===== src/bss_decode.sv =====
// ************************************************************
// Shared constants and types
// ************************************************************
package bss_pkg;

    localparam int          STRAP_W          = 4;
    localparam int          CODE_W           = 4;

    // Boot-source field codes
    localparam logic [3:0]  CODE_PIN_STATE   = 4'h0;
    localparam logic [3:0]  CODE_UART_FIRST  = 4'h1;
    localparam logic [3:0]  CODE_QUAD_FLASH  = 4'h2;
    localparam logic [3:0]  CODE_STATIC8     = 4'h3;
    localparam logic [3:0]  CODE_STATIC16    = 4'h4;
    localparam logic [3:0]  CODE_STATIC32    = 4'h5;
    localparam logic [3:0]  CODE_USB_FIRST   = 4'h6;
    localparam logic [3:0]  CODE_USB_SECOND  = 4'h7;
    localparam logic [3:0]  CODE_SYNC_SERIAL = 4'h8;
    localparam logic [3:0]  CODE_UART_FOURTH = 4'h9;

    // Strap patterns, bit3 down to bit0
    localparam logic [3:0]  PAT_UART_FIRST   = 4'h0;
    localparam logic [3:0]  PAT_QUAD_FLASH   = 4'h1;
    localparam logic [3:0]  PAT_STATIC8      = 4'h2;
    localparam logic [3:0]  PAT_STATIC16     = 4'h3;
    localparam logic [3:0]  PAT_STATIC32     = 4'h4;
    localparam logic [3:0]  PAT_USB_FIRST    = 4'h5;

    // Boot ROM address space
    localparam int          ROM_SIZE_KB      = 64;
    localparam int          ROM_SIZE_W       = 17;
    localparam logic [16:0] ROM_SIZE_BYTES   = 17'(ROM_SIZE_KB * 1024);

    // Settle time after reset release before sampling
    localparam int          SETTLE_CYCLES    = 4;
    localparam logic [2:0]  SETTLE_LAST      = 3'(SETTLE_CYCLES - 1);

    // Reset values of outputs
    localparam logic        RST_FETCH_ROM    = 1'b1;

    typedef enum logic [3:0] {
        SRC_NONE,
        SRC_UART_FIRST,
        SRC_QUAD_FLASH,
        SRC_STATIC8,
        SRC_STATIC16,
        SRC_STATIC32,
        SRC_USB_FIRST,
        SRC_USB_SECOND,
        SRC_SYNC_SERIAL,
        SRC_UART_FOURTH,
        SRC_UNDEF
    } bss_src_e;

    typedef enum {
        ST_SETTLE,
        ST_CAPTURE,
        ST_DONE
    } bss_state_e;

endpackage

// ************************************************************
// Boot source decoder
// ************************************************************
module bss_decode
    import bss_pkg::*;
(
    input  wire logic [3:0] field,
    input  wire logic       otp_programmed,
    input  wire logic       enable_strap_n,
    input  wire logic [3:0] strap,
    output bss_src_e        src,
    output logic            pin_mode
);

    // Same table serves the field and the shifted strap pattern
    function automatic bss_src_e src_of_code(input logic [3:0] code);
        bss_src_e s;
        s = SRC_UNDEF;
        case (code)
            CODE_UART_FIRST:  s = SRC_UART_FIRST;
            CODE_UART_FOURTH: s = SRC_UART_FOURTH;
            CODE_QUAD_FLASH:  s = SRC_QUAD_FLASH;
            CODE_STATIC8:     s = SRC_STATIC8;
            CODE_STATIC16:    s = SRC_STATIC16;
            CODE_STATIC32:    s = SRC_STATIC32;
            CODE_USB_FIRST:   s = SRC_USB_FIRST;
            CODE_USB_SECOND:  s = SRC_USB_SECOND;
            CODE_SYNC_SERIAL: s = SRC_SYNC_SERIAL;
            default:          s = SRC_UNDEF;
        endcase
        return s;
    endfunction

    always_comb begin
        pin_mode = !otp_programmed || (field == CODE_PIN_STATE);
        if (enable_strap_n) begin
            src      = SRC_NONE;
            pin_mode = 1'b0;
        end else if (pin_mode) begin
            // Listed patterns map one step below their field code
            if (strap <= PAT_USB_FIRST) begin
                src = src_of_code(4'(strap + 4'h1));
            end else begin
                src = SRC_UNDEF;
            end
        end else begin
            src = src_of_code(field);
        end
    end

endmodule


===== src/bss_top.sv =====
// Behaviour
// - After any reset, instruction fetch starts from the internal boot ROM only.
// - Boot ROM provides 64 kB of address space.
// - Selectable modes apply only with enable strap low; field then chooses.
// - Unprogrammed OTP or zero field means strap pins choose the source.
// - Field code 0000 selects pin-state mode.
// - Code 0001 selects first UART programming, 1001 fourth UART programming.
// - Code 0010 selects quad SPI flash boot on the quad flash interface.
// - Codes 0011, 0100, 0101 select static memory, 8, 16, 32 bits wide.
// - Code 0110 selects first USB port, 0111 the second USB port.
// - Code 1000 selects SPI flash on the first synchronous serial port.
// - Pin functions differ for serial port boot and quad flash boot.
// - Straps 0000 select first UART, 0001 select quad flash boot.
// - Straps 0010, 0011, 0100 select 8, 16, 32-bit static memory.
// - Straps 0101 select first USB port boot.
module bss_top
    import bss_pkg::*;
(
    input  wire logic                  CLK_SYS,
    input  wire logic                  ARST_N,
    input  wire logic                  BOOT_MODE_ENABLE_STRAP,
    input  wire logic                  STRAP_BIT3,
    input  wire logic                  STRAP_BIT2,
    input  wire logic                  STRAP_BIT1,
    input  wire logic                  STRAP_BIT0,
    input  wire logic [3:0]            BOOT_SOURCE_FIELD,
    input  wire logic                  OTP_PROGRAMMED,
    output logic      [3:0]            BOOT_SOURCE,
    output logic                       BOOT_SEL_VALID,
    output logic                       BOOT_SEL_UNDEFINED,
    output logic                       BOOT_MODES_ENABLED,
    output logic                       BOOT_PIN_STATE_MODE,
    output logic                       FETCH_FROM_BOOT_ROM,
    output logic      [ROM_SIZE_W-1:0] BOOT_ROM_SIZE,
    output logic                       PINFUNC_SYNC_SERIAL,
    output logic                       PINFUNC_QUAD_FLASH
);

    // ************************************************************
    // Pin synchronisers
    // ************************************************************
    logic [4:0]  pins_meta_r;
    logic [4:0]  pins_sync_r;
    bss_state_e  state_r;
    bss_state_e  state_nxt;
    logic [2:0]  settle_r;
    bss_src_e    dec_src;
    logic        dec_pin_mode;

    // Straps are asynchronous pads; two flops before any use
    always_ff @(posedge CLK_SYS or negedge ARST_N) begin
        if (!ARST_N) begin
            pins_meta_r <= 5'h00;
            pins_sync_r <= 5'h00;
        end else begin
            pins_meta_r <= {BOOT_MODE_ENABLE_STRAP, STRAP_BIT3, STRAP_BIT2,
                            STRAP_BIT1, STRAP_BIT0};
            pins_sync_r <= pins_meta_r;
        end
    end

    // ************************************************************
    // Decode
    // ************************************************************
    bss_decode u_decode (
        .field          (BOOT_SOURCE_FIELD),
        .otp_programmed (OTP_PROGRAMMED),
        .enable_strap_n (pins_sync_r[4]),
        .strap          (pins_sync_r[3:0]),
        .src            (dec_src),
        .pin_mode       (dec_pin_mode)
    );

    // ************************************************************
    // Capture sequence
    // ************************************************************
    // Settle covers the synchroniser latency plus pad pull-up margin
    always_comb begin
        state_nxt = state_r;
        case (state_r)
            ST_SETTLE: begin
                if (settle_r == SETTLE_LAST) begin
                    state_nxt = ST_CAPTURE;
                end
            end
            ST_CAPTURE: state_nxt = ST_DONE;
            ST_DONE:    state_nxt = ST_DONE;
            default:    state_nxt = ST_SETTLE;
        endcase
    end

    always_ff @(posedge CLK_SYS or negedge ARST_N) begin
        if (!ARST_N) begin
            state_r <= ST_SETTLE;
        end else begin
            state_r <= state_nxt;
        end
    end

    always_ff @(posedge CLK_SYS or negedge ARST_N) begin
        if (!ARST_N) begin
            settle_r <= 3'h0;
        end else if (state_r == ST_SETTLE) begin
            settle_r <= 3'(settle_r + 3'h1);
        end
    end

    // ************************************************************
    // Captured selection
    // ************************************************************
    // Loaded only in the capture state; later pin or OTP motion is ignored
    always_ff @(posedge CLK_SYS or negedge ARST_N) begin
        if (!ARST_N) begin
            BOOT_SOURCE         <= 4'h0;
            BOOT_SEL_UNDEFINED  <= 1'b0;
            BOOT_MODES_ENABLED  <= 1'b0;
            BOOT_PIN_STATE_MODE <= 1'b0;
            PINFUNC_SYNC_SERIAL <= 1'b0;
            PINFUNC_QUAD_FLASH  <= 1'b0;
        end else if (state_r == ST_CAPTURE) begin
            BOOT_SOURCE         <= 4'(dec_src);
            BOOT_SEL_UNDEFINED  <= (dec_src == SRC_UNDEF);
            BOOT_MODES_ENABLED  <= !pins_sync_r[4];
            BOOT_PIN_STATE_MODE <= dec_pin_mode;
            PINFUNC_SYNC_SERIAL <= (dec_src == SRC_SYNC_SERIAL);
            PINFUNC_QUAD_FLASH  <= (dec_src == SRC_QUAD_FLASH);
        end
    end

    always_ff @(posedge CLK_SYS or negedge ARST_N) begin
        if (!ARST_N) begin
            BOOT_SEL_VALID <= 1'b0;
        end else begin
            BOOT_SEL_VALID <= (state_r == ST_CAPTURE) || BOOT_SEL_VALID;
        end
    end

    // ************************************************************
    // Boot ROM fetch window
    // ************************************************************
    // No path ever redirects fetch; other memories are left to the boot code
    always_ff @(posedge CLK_SYS or negedge ARST_N) begin
        if (!ARST_N) begin
            FETCH_FROM_BOOT_ROM <= RST_FETCH_ROM;
            BOOT_ROM_SIZE       <= ROM_SIZE_BYTES;
        end else begin
            FETCH_FROM_BOOT_ROM <= RST_FETCH_ROM;
            BOOT_ROM_SIZE       <= ROM_SIZE_BYTES;
        end
    end

    // ************************************************************
    // Assertions
    // ************************************************************
    wire logic cap_w = (state_r == ST_CAPTURE);
    wire logic cap_field_w = cap_w && !pins_sync_r[4] && !dec_pin_mode;
    wire logic cap_pins_w = cap_w && !pins_sync_r[4] && dec_pin_mode;

    a_rom_fetch_only: assert property (
        @(posedge CLK_SYS) disable iff (!ARST_N)
        FETCH_FROM_BOOT_ROM && !$changed(FETCH_FROM_BOOT_ROM))
        else $error("fetch left boot ROM");

    a_rom_size_fixed: assert property (
        @(posedge CLK_SYS) disable iff (!ARST_N)
        BOOT_ROM_SIZE == 17'h10000)
        else $error("boot ROM size wrong");

    a_modes_gated_off: assert property (
        @(posedge CLK_SYS) disable iff (!ARST_N)
        cap_w && pins_sync_r[4] |=> BOOT_SOURCE == 4'h0 && !BOOT_MODES_ENABLED
            && !BOOT_PIN_STATE_MODE)
        else $error("modes active with enable strap high");

    a_pin_mode_entry: assert property (
        @(posedge CLK_SYS) disable iff (!ARST_N)
        cap_w && !pins_sync_r[4] && (!OTP_PROGRAMMED || BOOT_SOURCE_FIELD == 4'h0)
            |=> BOOT_PIN_STATE_MODE)
        else $error("pin-state mode not entered");

    a_field_uart_map: assert property (
        @(posedge CLK_SYS) disable iff (!ARST_N)
        cap_field_w && (BOOT_SOURCE_FIELD == 4'h1 || BOOT_SOURCE_FIELD == 4'h9)
            |=> BOOT_SOURCE == $past(BOOT_SOURCE_FIELD) && !BOOT_SEL_UNDEFINED
            && !PINFUNC_SYNC_SERIAL && !PINFUNC_QUAD_FLASH)
        else $error("UART code misdecoded");

    a_field_code_map: assert property (
        @(posedge CLK_SYS) disable iff (!ARST_N)
        cap_field_w && BOOT_SOURCE_FIELD inside {[4'h2:4'h8]}
            |=> BOOT_SOURCE == $past(BOOT_SOURCE_FIELD) && !BOOT_SEL_UNDEFINED)
        else $error("field code misdecoded");

    a_strap_map: assert property (
        @(posedge CLK_SYS) disable iff (!ARST_N)
        cap_pins_w && pins_sync_r[3:0] <= 4'h5
            |=> BOOT_SOURCE == 4'($past(pins_sync_r[3:0]) + 4'h1))
        else $error("strap pattern misdecoded");

    a_undef_flagged: assert property (
        @(posedge CLK_SYS) disable iff (!ARST_N)
        (cap_field_w && BOOT_SOURCE_FIELD > 4'h9) || (cap_pins_w && pins_sync_r[3:0] > 4'h5)
            |=> BOOT_SEL_UNDEFINED && BOOT_SOURCE == 4'hA)
        else $error("undefined selection not flagged");

    a_pinfunc_excl: assert property (
        @(posedge CLK_SYS) disable iff (!ARST_N)
        !(PINFUNC_SYNC_SERIAL && PINFUNC_QUAD_FLASH)
            && PINFUNC_SYNC_SERIAL == (BOOT_SOURCE == 4'h8)
            && PINFUNC_QUAD_FLASH == (BOOT_SOURCE == 4'h2))
        else $error("pin function mismatch");

    a_valid_bound: assert property (
        @(posedge CLK_SYS) disable iff (!ARST_N)
        !BOOT_SEL_VALID |-> ##[1:6] BOOT_SEL_VALID)
        else $error("selection never captured");

    a_frozen_after: assert property (
        @(posedge CLK_SYS) disable iff (!ARST_N)
        BOOT_SEL_VALID |=> BOOT_SEL_VALID && $stable(BOOT_SOURCE)
            && $stable(BOOT_SEL_UNDEFINED) && $stable(BOOT_PIN_STATE_MODE))
        else $error("selection changed after capture");

endmodule


===== config.mk =====
export PLATFORM = sky130hd
export DESIGN_NAME = bss_top
export DESIGN_NICKNAME = d
export VERILOG_FILES = /design/src/bss_decode.sv /design/src/bss_top.sv
export SDC_FILE = /design/constraint.sdc
export NUM_CORES = 1
export LEC_CHECK = 0
export BUFFER_PORTS_ARGS = -buffer_cell sky130_fd_sc_hd__buf_4
export CORE_ASPECT_RATIO = 1.5
export CORE_MARGIN = 4
export CORE_UTILIZATION = 40
export CTS_CLUSTER_SIZE = 40
export DETAILED_ROUTE_END_ITERATION = 10
export GPL_TIMING_DRIVEN = 0
export PLACE_DENSITY = 0.67
export REMOVE_ABC_BUFFERS = 1
export SLEW_MARGIN = 20
export SYNTH_ARGS = -nofsm -noshare
export SYNTH_HDL_FRONTEND = slang
export SYNTH_HIERARCHICAL = 1
export SYNTH_SLANG_ARGS = --single-unit

===== constraint.sdc =====
create_clock -name CLK_SYS -period 2.2 [get_ports CLK_SYS]
set_input_delay 0.11 -clock CLK_SYS [delete_from_list [all_inputs] [get_ports CLK_SYS]]
set_output_delay 0.11 -clock CLK_SYS [all_outputs]
set_load 0.005 [all_outputs]

==> Yosys cells after proc, flatten, opt, wreduce, memory -nomap -nowiden <==
Memory sizes are Yosys's and may differ from the RTL's.
Index checks and enable logic that the tools add are counted.
{ "op_classes": {"addsub": 2, "magnitude_cmp": 1, "eq_ne": 8, "muxes": 6, "n_reduce_logical": 8} }
{ "ops": {"columns": ["operator", "count"], "rows": [
  ["$eq 32x2->1 const B", 2],
  ["$logic_not 32->1", 2],
  ["$pmux 32 s2", 1],
  ["$eq 32x1->1 const B", 1],
  ["$mux 32", 1],
  ["$mux 4", 3],
  ["$eq 4x4->1 const B", 2],
  ["$add 4x1->4 const B", 1],
  ["$eq 4x2->1 const B", 1],
  ["$le 4x3->1 const B", 1],
  ["$logic_not 4->1", 1],
  ["$add 3x1->3 const B", 1],
  ["$eq 3x2->1 const B", 1],
  ["$logic_not 1->1", 2],
  ["$logic_or 1x1->1", 2],
  ["$ne 2x2->1 const B", 1],
  ["$reduce_or 2->1", 1],
  ["$mux 1", 1]
]} }
{ "word_totals": {"register_bits": 55, "mem_bits_ro": 128, "inputBits": 12, "output_inout_bits": 28, "elab_cells": 38, "mem_count": 2} }
{ "memory_table": {"columns": ["name", "words", "width", "rd", "rd_clocked_by_memory_dff", "wr", "line_no", "source"], "rows": [
  ["(name not given)", 16, 4, 1, 0, 0, "bss_decode.sv:81", "case (code)"],
  ["(name not given)", 16, 4, 1, 0, 0, "bss_decode.sv:81", null]
]} }

==> Depth between registers and ports, before layout <==
An unclocked memory read counts as a cell.
{ "depth": {"word_depth": 6, "depth_mapped": 8, "mapped_depth_nobuf": 8} }

==> Modules after synthesis <==
The synthesis kept the hierarchy.
{ "by_module_without_submodules": {"columns": ["mod", "instances", "cells_per_inst", "area_each_um2", "seq_area_each_um2"], "rows": [
  ["bss_top", 1, 79, 1057.3, 625.6],
  ["bss_decode", 1, 46, 324.1, 0.0]
]} }

==> Least setup slack after synthesis <==
No wires, ideal clock.
{ "synth_path": {"kind": "flip-flop to flip-flop", "from": "reg pins_sync_r[0]", "to": "reg PINFUNC_QUAD_FLASH", "setup_ns": 0.080, "arrival_time_ns": 1.983, "required_time_ns": 2.120, "slack_ns": 0.137, "stages_incl_launch_ff": 8, "path_cell_list": "dfrtp_1 ha_1 xor2_1 mux2i_1 nand2_1 a311oi_1 or3b_4 o22ai_2"} }
{ "synth_via": {"elab_chain_len": 6, "elab_cells_between_ends": 7, "cone_classes": "1 x add/sub; 1 x order compare; 1 x eq/ne; 3 x mux; 1 x memory"} }
{ "synth_lines": {"columns": ["item", "line_no", "source"], "rows": [
  ["start, declared", "bss_top.sv:43", "logic [4:0] pins_sync_r;"],
  ["start signal, assigned", "bss_top.sv:58", "pins_sync_r <= pins_meta_r;"],
  ["$add 4x1->4", "bss_decode.sv:104", "src = src_of_code(4'(strap + 4'h1));"],
  ["$mem_v2 16x4", null, null],
  ["$mux 4 (*)", "bss_decode.sv:103", "if (strap <= PAT_USB_FIRST) begin"],
  ["$mux 4 (*)", "bss_decode.sv:101", "end else if (pin_mode) begin"],
  ["$mux 4 (*)", "bss_decode.sv:98", "if (enable_strap_n) begin"],
  ["named net dec_src[1]", "bss_top.sv:47", "bss_src_e dec_src;"],
  ["$eq 4x2->1 (*)", "bss_top.sv:126", "PINFUNC_QUAD_FLASH <= (dec_src == SRC_QUAD_FLASH);"],
  ["end signal, assigned", "bss_top.sv:126", null],
  ["end, declared", "bss_top.sv:36", "output logic PINFUNC_QUAD_FLASH"]
]} }
The timed path passes the listed nets; every way through them passes the cells marked *.
A chain may end at the register's enable or synchronous reset.

==> Final worst setup path <==
{ "layout_path": {"from": "reg pins_sync_r[1]", "to": "reg PINFUNC_QUAD_FLASH"} }
Same word-level chain as after synthesis.

==> metrics.md <==
| Metric | Value |
|---|---|
| Mean post-synth cell area | about 11 um^2 |
| Post-synth cell types | 35 |
| Final Hold Viols | 0 |
| H-tree levels | 1 |
| Seq cells post-synth | 25 |
| WS Path Type | reg2reg |
| Fin. max-slew vios | 0 |
| Routed Antenna Nets | 0 |
| Gpl congestion | 0.765 |
| DP Wirelength | 1770 um |
| Largest family of logic cells by synthesized area | buffers and inverters |
| Row cnt | 25 |
| CP arrival | about 2.3 ns |
| WP buf/inv | 1 |
| Setup crit start kind | flip-flop |
| Power Density | about 530 nW/um^2 |
| Clock sinks | 25 |
| Die height | ~80 um |
| Chip width | 56.0 um |
| Hold crit path type | in2async |
| Worst path max stage delay | 0.44 ns |
| CP top delay family | compound AO/OA/AOI/OAI gates |
| Cell Chain, Critical Path | inv_2 -> ha_1 -> o21ai_0 -> a2bb2oi_1 -> o21ai_1 -> a311oi_2 -> or3b_4 -> o22ai_2 |
| Setup ws final | around 0.086 ns |
| Initial antenna violation count | 0 |
| Synth-to-Final Area Change | 22.1% |
| Largest net degree at the start of global routing | 26 |
| Final setup violation count | 0 |
| Leak Pwr | 0.000831 uW |
| Worst Path Max Fanout | 5 |
| Sum Neg Setup Slack | 0 ns |
| Global route overflow | 0 |
| Number of enable flip-flop cells after synthesis | 0 |
| Final setup skew | between 0.003 and 0.004 ns |
| Adder-Cell Fraction of Synth Area | 0.0987 |
| Hold Slack | 0.276 ns |
| DRT iter0 DRCs | 9 |
| Post-Route Utilization | 0.518 |
| Final Cycle Share | 0.961 |
| Xor and xnor area share after synthesis | 0.0190 |
| Post-synth ARST share | 1.00 |
| CTS buffer count | 3 |
| Max VDD drop | 0.444 mV |
| Vias in the first global route | about 1.0k |
| CTS Buffer Depth | 2 |
| Die area | approximately 4500 um^2 |
| Root buf cell | clkbuf_8 |
| Clock Pin Slew Worst Setup and Hold Paths | approximately 0.08 ns |
| Seq/Total Area, Yosys | 0.453 |
| CP max stage cell | or3b_4 |
| Endpoint class of the critical path | flip-flop |
| Max-Cap Viols | 0 |
| Later-pin clock latency in the skew report | 0.26 ns |
| Post-Synthesis Cells | 125 |
| Initial Util | 0.425 |
| Worst-Margin Slew | 0.506 ns |
| Max frequency | around 470 MHz |
| Worst relative slew slack | 0.654 |
| I/O Pins | 40 |
| DR WL/cell | 11.9 um |
| Vias | approximately 900 |
| DR pass1 iterations | 4 |
| Layout cells sized above 1 | 0.325 |
| Pre-CTS WS | -0.0798 ns |
| Quantity of I/O buffers inserted on ports | 21 |
| Main synth FF type | dfrtp_1 |
| Simple-gate share of the synthesized area | 0.106 |
| First-pass GRT wire length | roughly 4000 um |
| Crit path time final | approximately 2.1 ns |
| Outcome | finished, final reports clean |
| WL final | around 2300 um |
| Mux contribution to synthesized area | 0.0797 |
| DR vias/cell | 4.69 |
| GRT Total Usage | 0.111 |
| Yosys Warn Count | 6 |
| Final nets | 180 |
| # diodes | 0 |
| TritonCTS clock tree | yes |
| Worst Path Required | 2.38 ns |
| Core Region | 3250 um^2 |
| Total power | between 800 and 900 uW |
| Mapped cell area | 1380 um^2 |
| Compound-Gate Fraction of Synth Area | 0.0969 |
| DRC violations left | 0 |
-- cell usage after synthesis (all sizes together) (2+ instances only) --
| cell type | count | area [um^2] |
|---|---|---|
| nand2 | 2 | 7.51 |
| o21ai | 4 | 20.0 |
| mux2i | 2 | 20.0 |
| a311oi | 2 | 17.5 |
| or2 | 2 | 12.5 |
| mux2 | 8 | 90.1 |
| conb | 2 | 7.51 |
| dfrtp | 25 | 626 |
| xor2 | 3 | 26.3 |
| nand3 | 2 | 15.0 |
| nor3 | 2 | 10.0 |
| nand3b | 2 | 15.0 |
| buf | 19 | 143 |
| nor2 | 5 | 18.8 |
| ha | 10 | 125 |
| a21oi | 3 | 15.0 |
| o22ai | 2 | 25.0 |
| inv | 14 | 52.6 |
| nand2b | 4 | 27.5 |
-- through the flow --
stage | area (um^2) | instances
global route | 1690 | 197
floorplan | 1300 | 122
CTS | 1630 | 193
global placement | 1510 | 183
finish | 1690 | 197
detailed placement | 1510 | 183
-- final cells by class --
class	instances	area, um^2
Multi-Input combinational cell	83	663
Sequential cell	25	628
Fill cell	318	1570
Inverter	14	52.6
Tap cell	40	50.0
Clock buffer	4	45.0
Timing Repair Buffer	31	248
-- what timing repair did --
item	in CTS	in global routing
buffers inserted	0	4
endpoints found under the hold margin	30	0
hold buffers	6	0
resized for setup	4	7
setup endpoints to repair	3	3
pin swaps	0	3
-- cell usage in the layout (no fill, tap or decap), drive strengths merged --
cell,count
a22oi,1
or3b,1
dfrtp,25
a2111oi,1
nor4b,1
nand2b,4
dlygate4sd3,6
o21ai,4
conb,18
nor3,2
a221oi,1
nand3b,2
nand2,2
ha,10
nor2,5
a211o,1
maj3,1
buf,25
or2,2
o22ai,2
clkbuf,4
mux2i,2
nand3,2
o31ai,1
nor4,1
inv,14
xor2,3
a2bb2oi,1
a311oi,2
a21oi,3
mux2,8
or2b,1
and2,1
-- kinds of logic (layout without fill, tap and decap cells) --
group,count (synthesis),in the layout
buffers and inverters,33,49
DFF,25,25
and+or+nand+nor,24,24
AOI/OAI and AO/OA,17,17
adders and majority gates,11,11
muxes,10,10
xor gates and xnor gates,3,3
other,2,18
-- layer usage --
| layer | track usage | vias to the layer above | share of wire |
|---|---|---|---|
| li1 | - | 447 | - |
| met1 | 0.109 | 434 | 0.37 |
| met2 | 0.210 | 35 | 0.53 |
| met3 | 0.0243 | 8 | 0.072 |
| met4 | 0.0641 | 0 | 0.028 |
| met5 | 0 | - | 0 |
-- state kept, by name, indices dropped and copies added (netlist names) --
signal               flops
settle_r                 3
PINFUNC_SYNC_SERIAL      1
BOOT_SOURCE              4
pins_meta_r              5
BOOT_SEL_VALID           1
state_r                  2
BOOT_MODES_ENABLED       1
pins_sync_r              5
PINFUNC_QUAD_FLASH       1
BOOT_SEL_UNDEFINED       1
BOOT_PIN_STATE_MODE      1
-- power breakdown --
group	internal, uW	leakage, uW	switching, uW
combinational	76.2	0.000510	70.3
clock	129	0.0000228	122
sequential	480	0.000299	15.9
-- worst paths after layout --
check                                     end            from  slack (ns)  cells after the start
setup / recovery           PINFUNC_QUAD_FLASH  pins_sync_r[1]        0.09                      8
min in group CLK_SYS           BOOT_SOURCE[0]  OTP_PROGRAMMED        0.34                      3
hold / removal                     state_r[1]          ARST_N        0.28                      2
hold reg to reg                pins_sync_r[2]  pins_meta_r[2]        0.35                      0
setup reg to reg           PINFUNC_QUAD_FLASH  pins_sync_r[1]        0.09                      8
max in group asynchronous      pins_sync_r[0]          ARST_N        1.67                      2
Note: power is estimated with default switching activity, not from simulation.
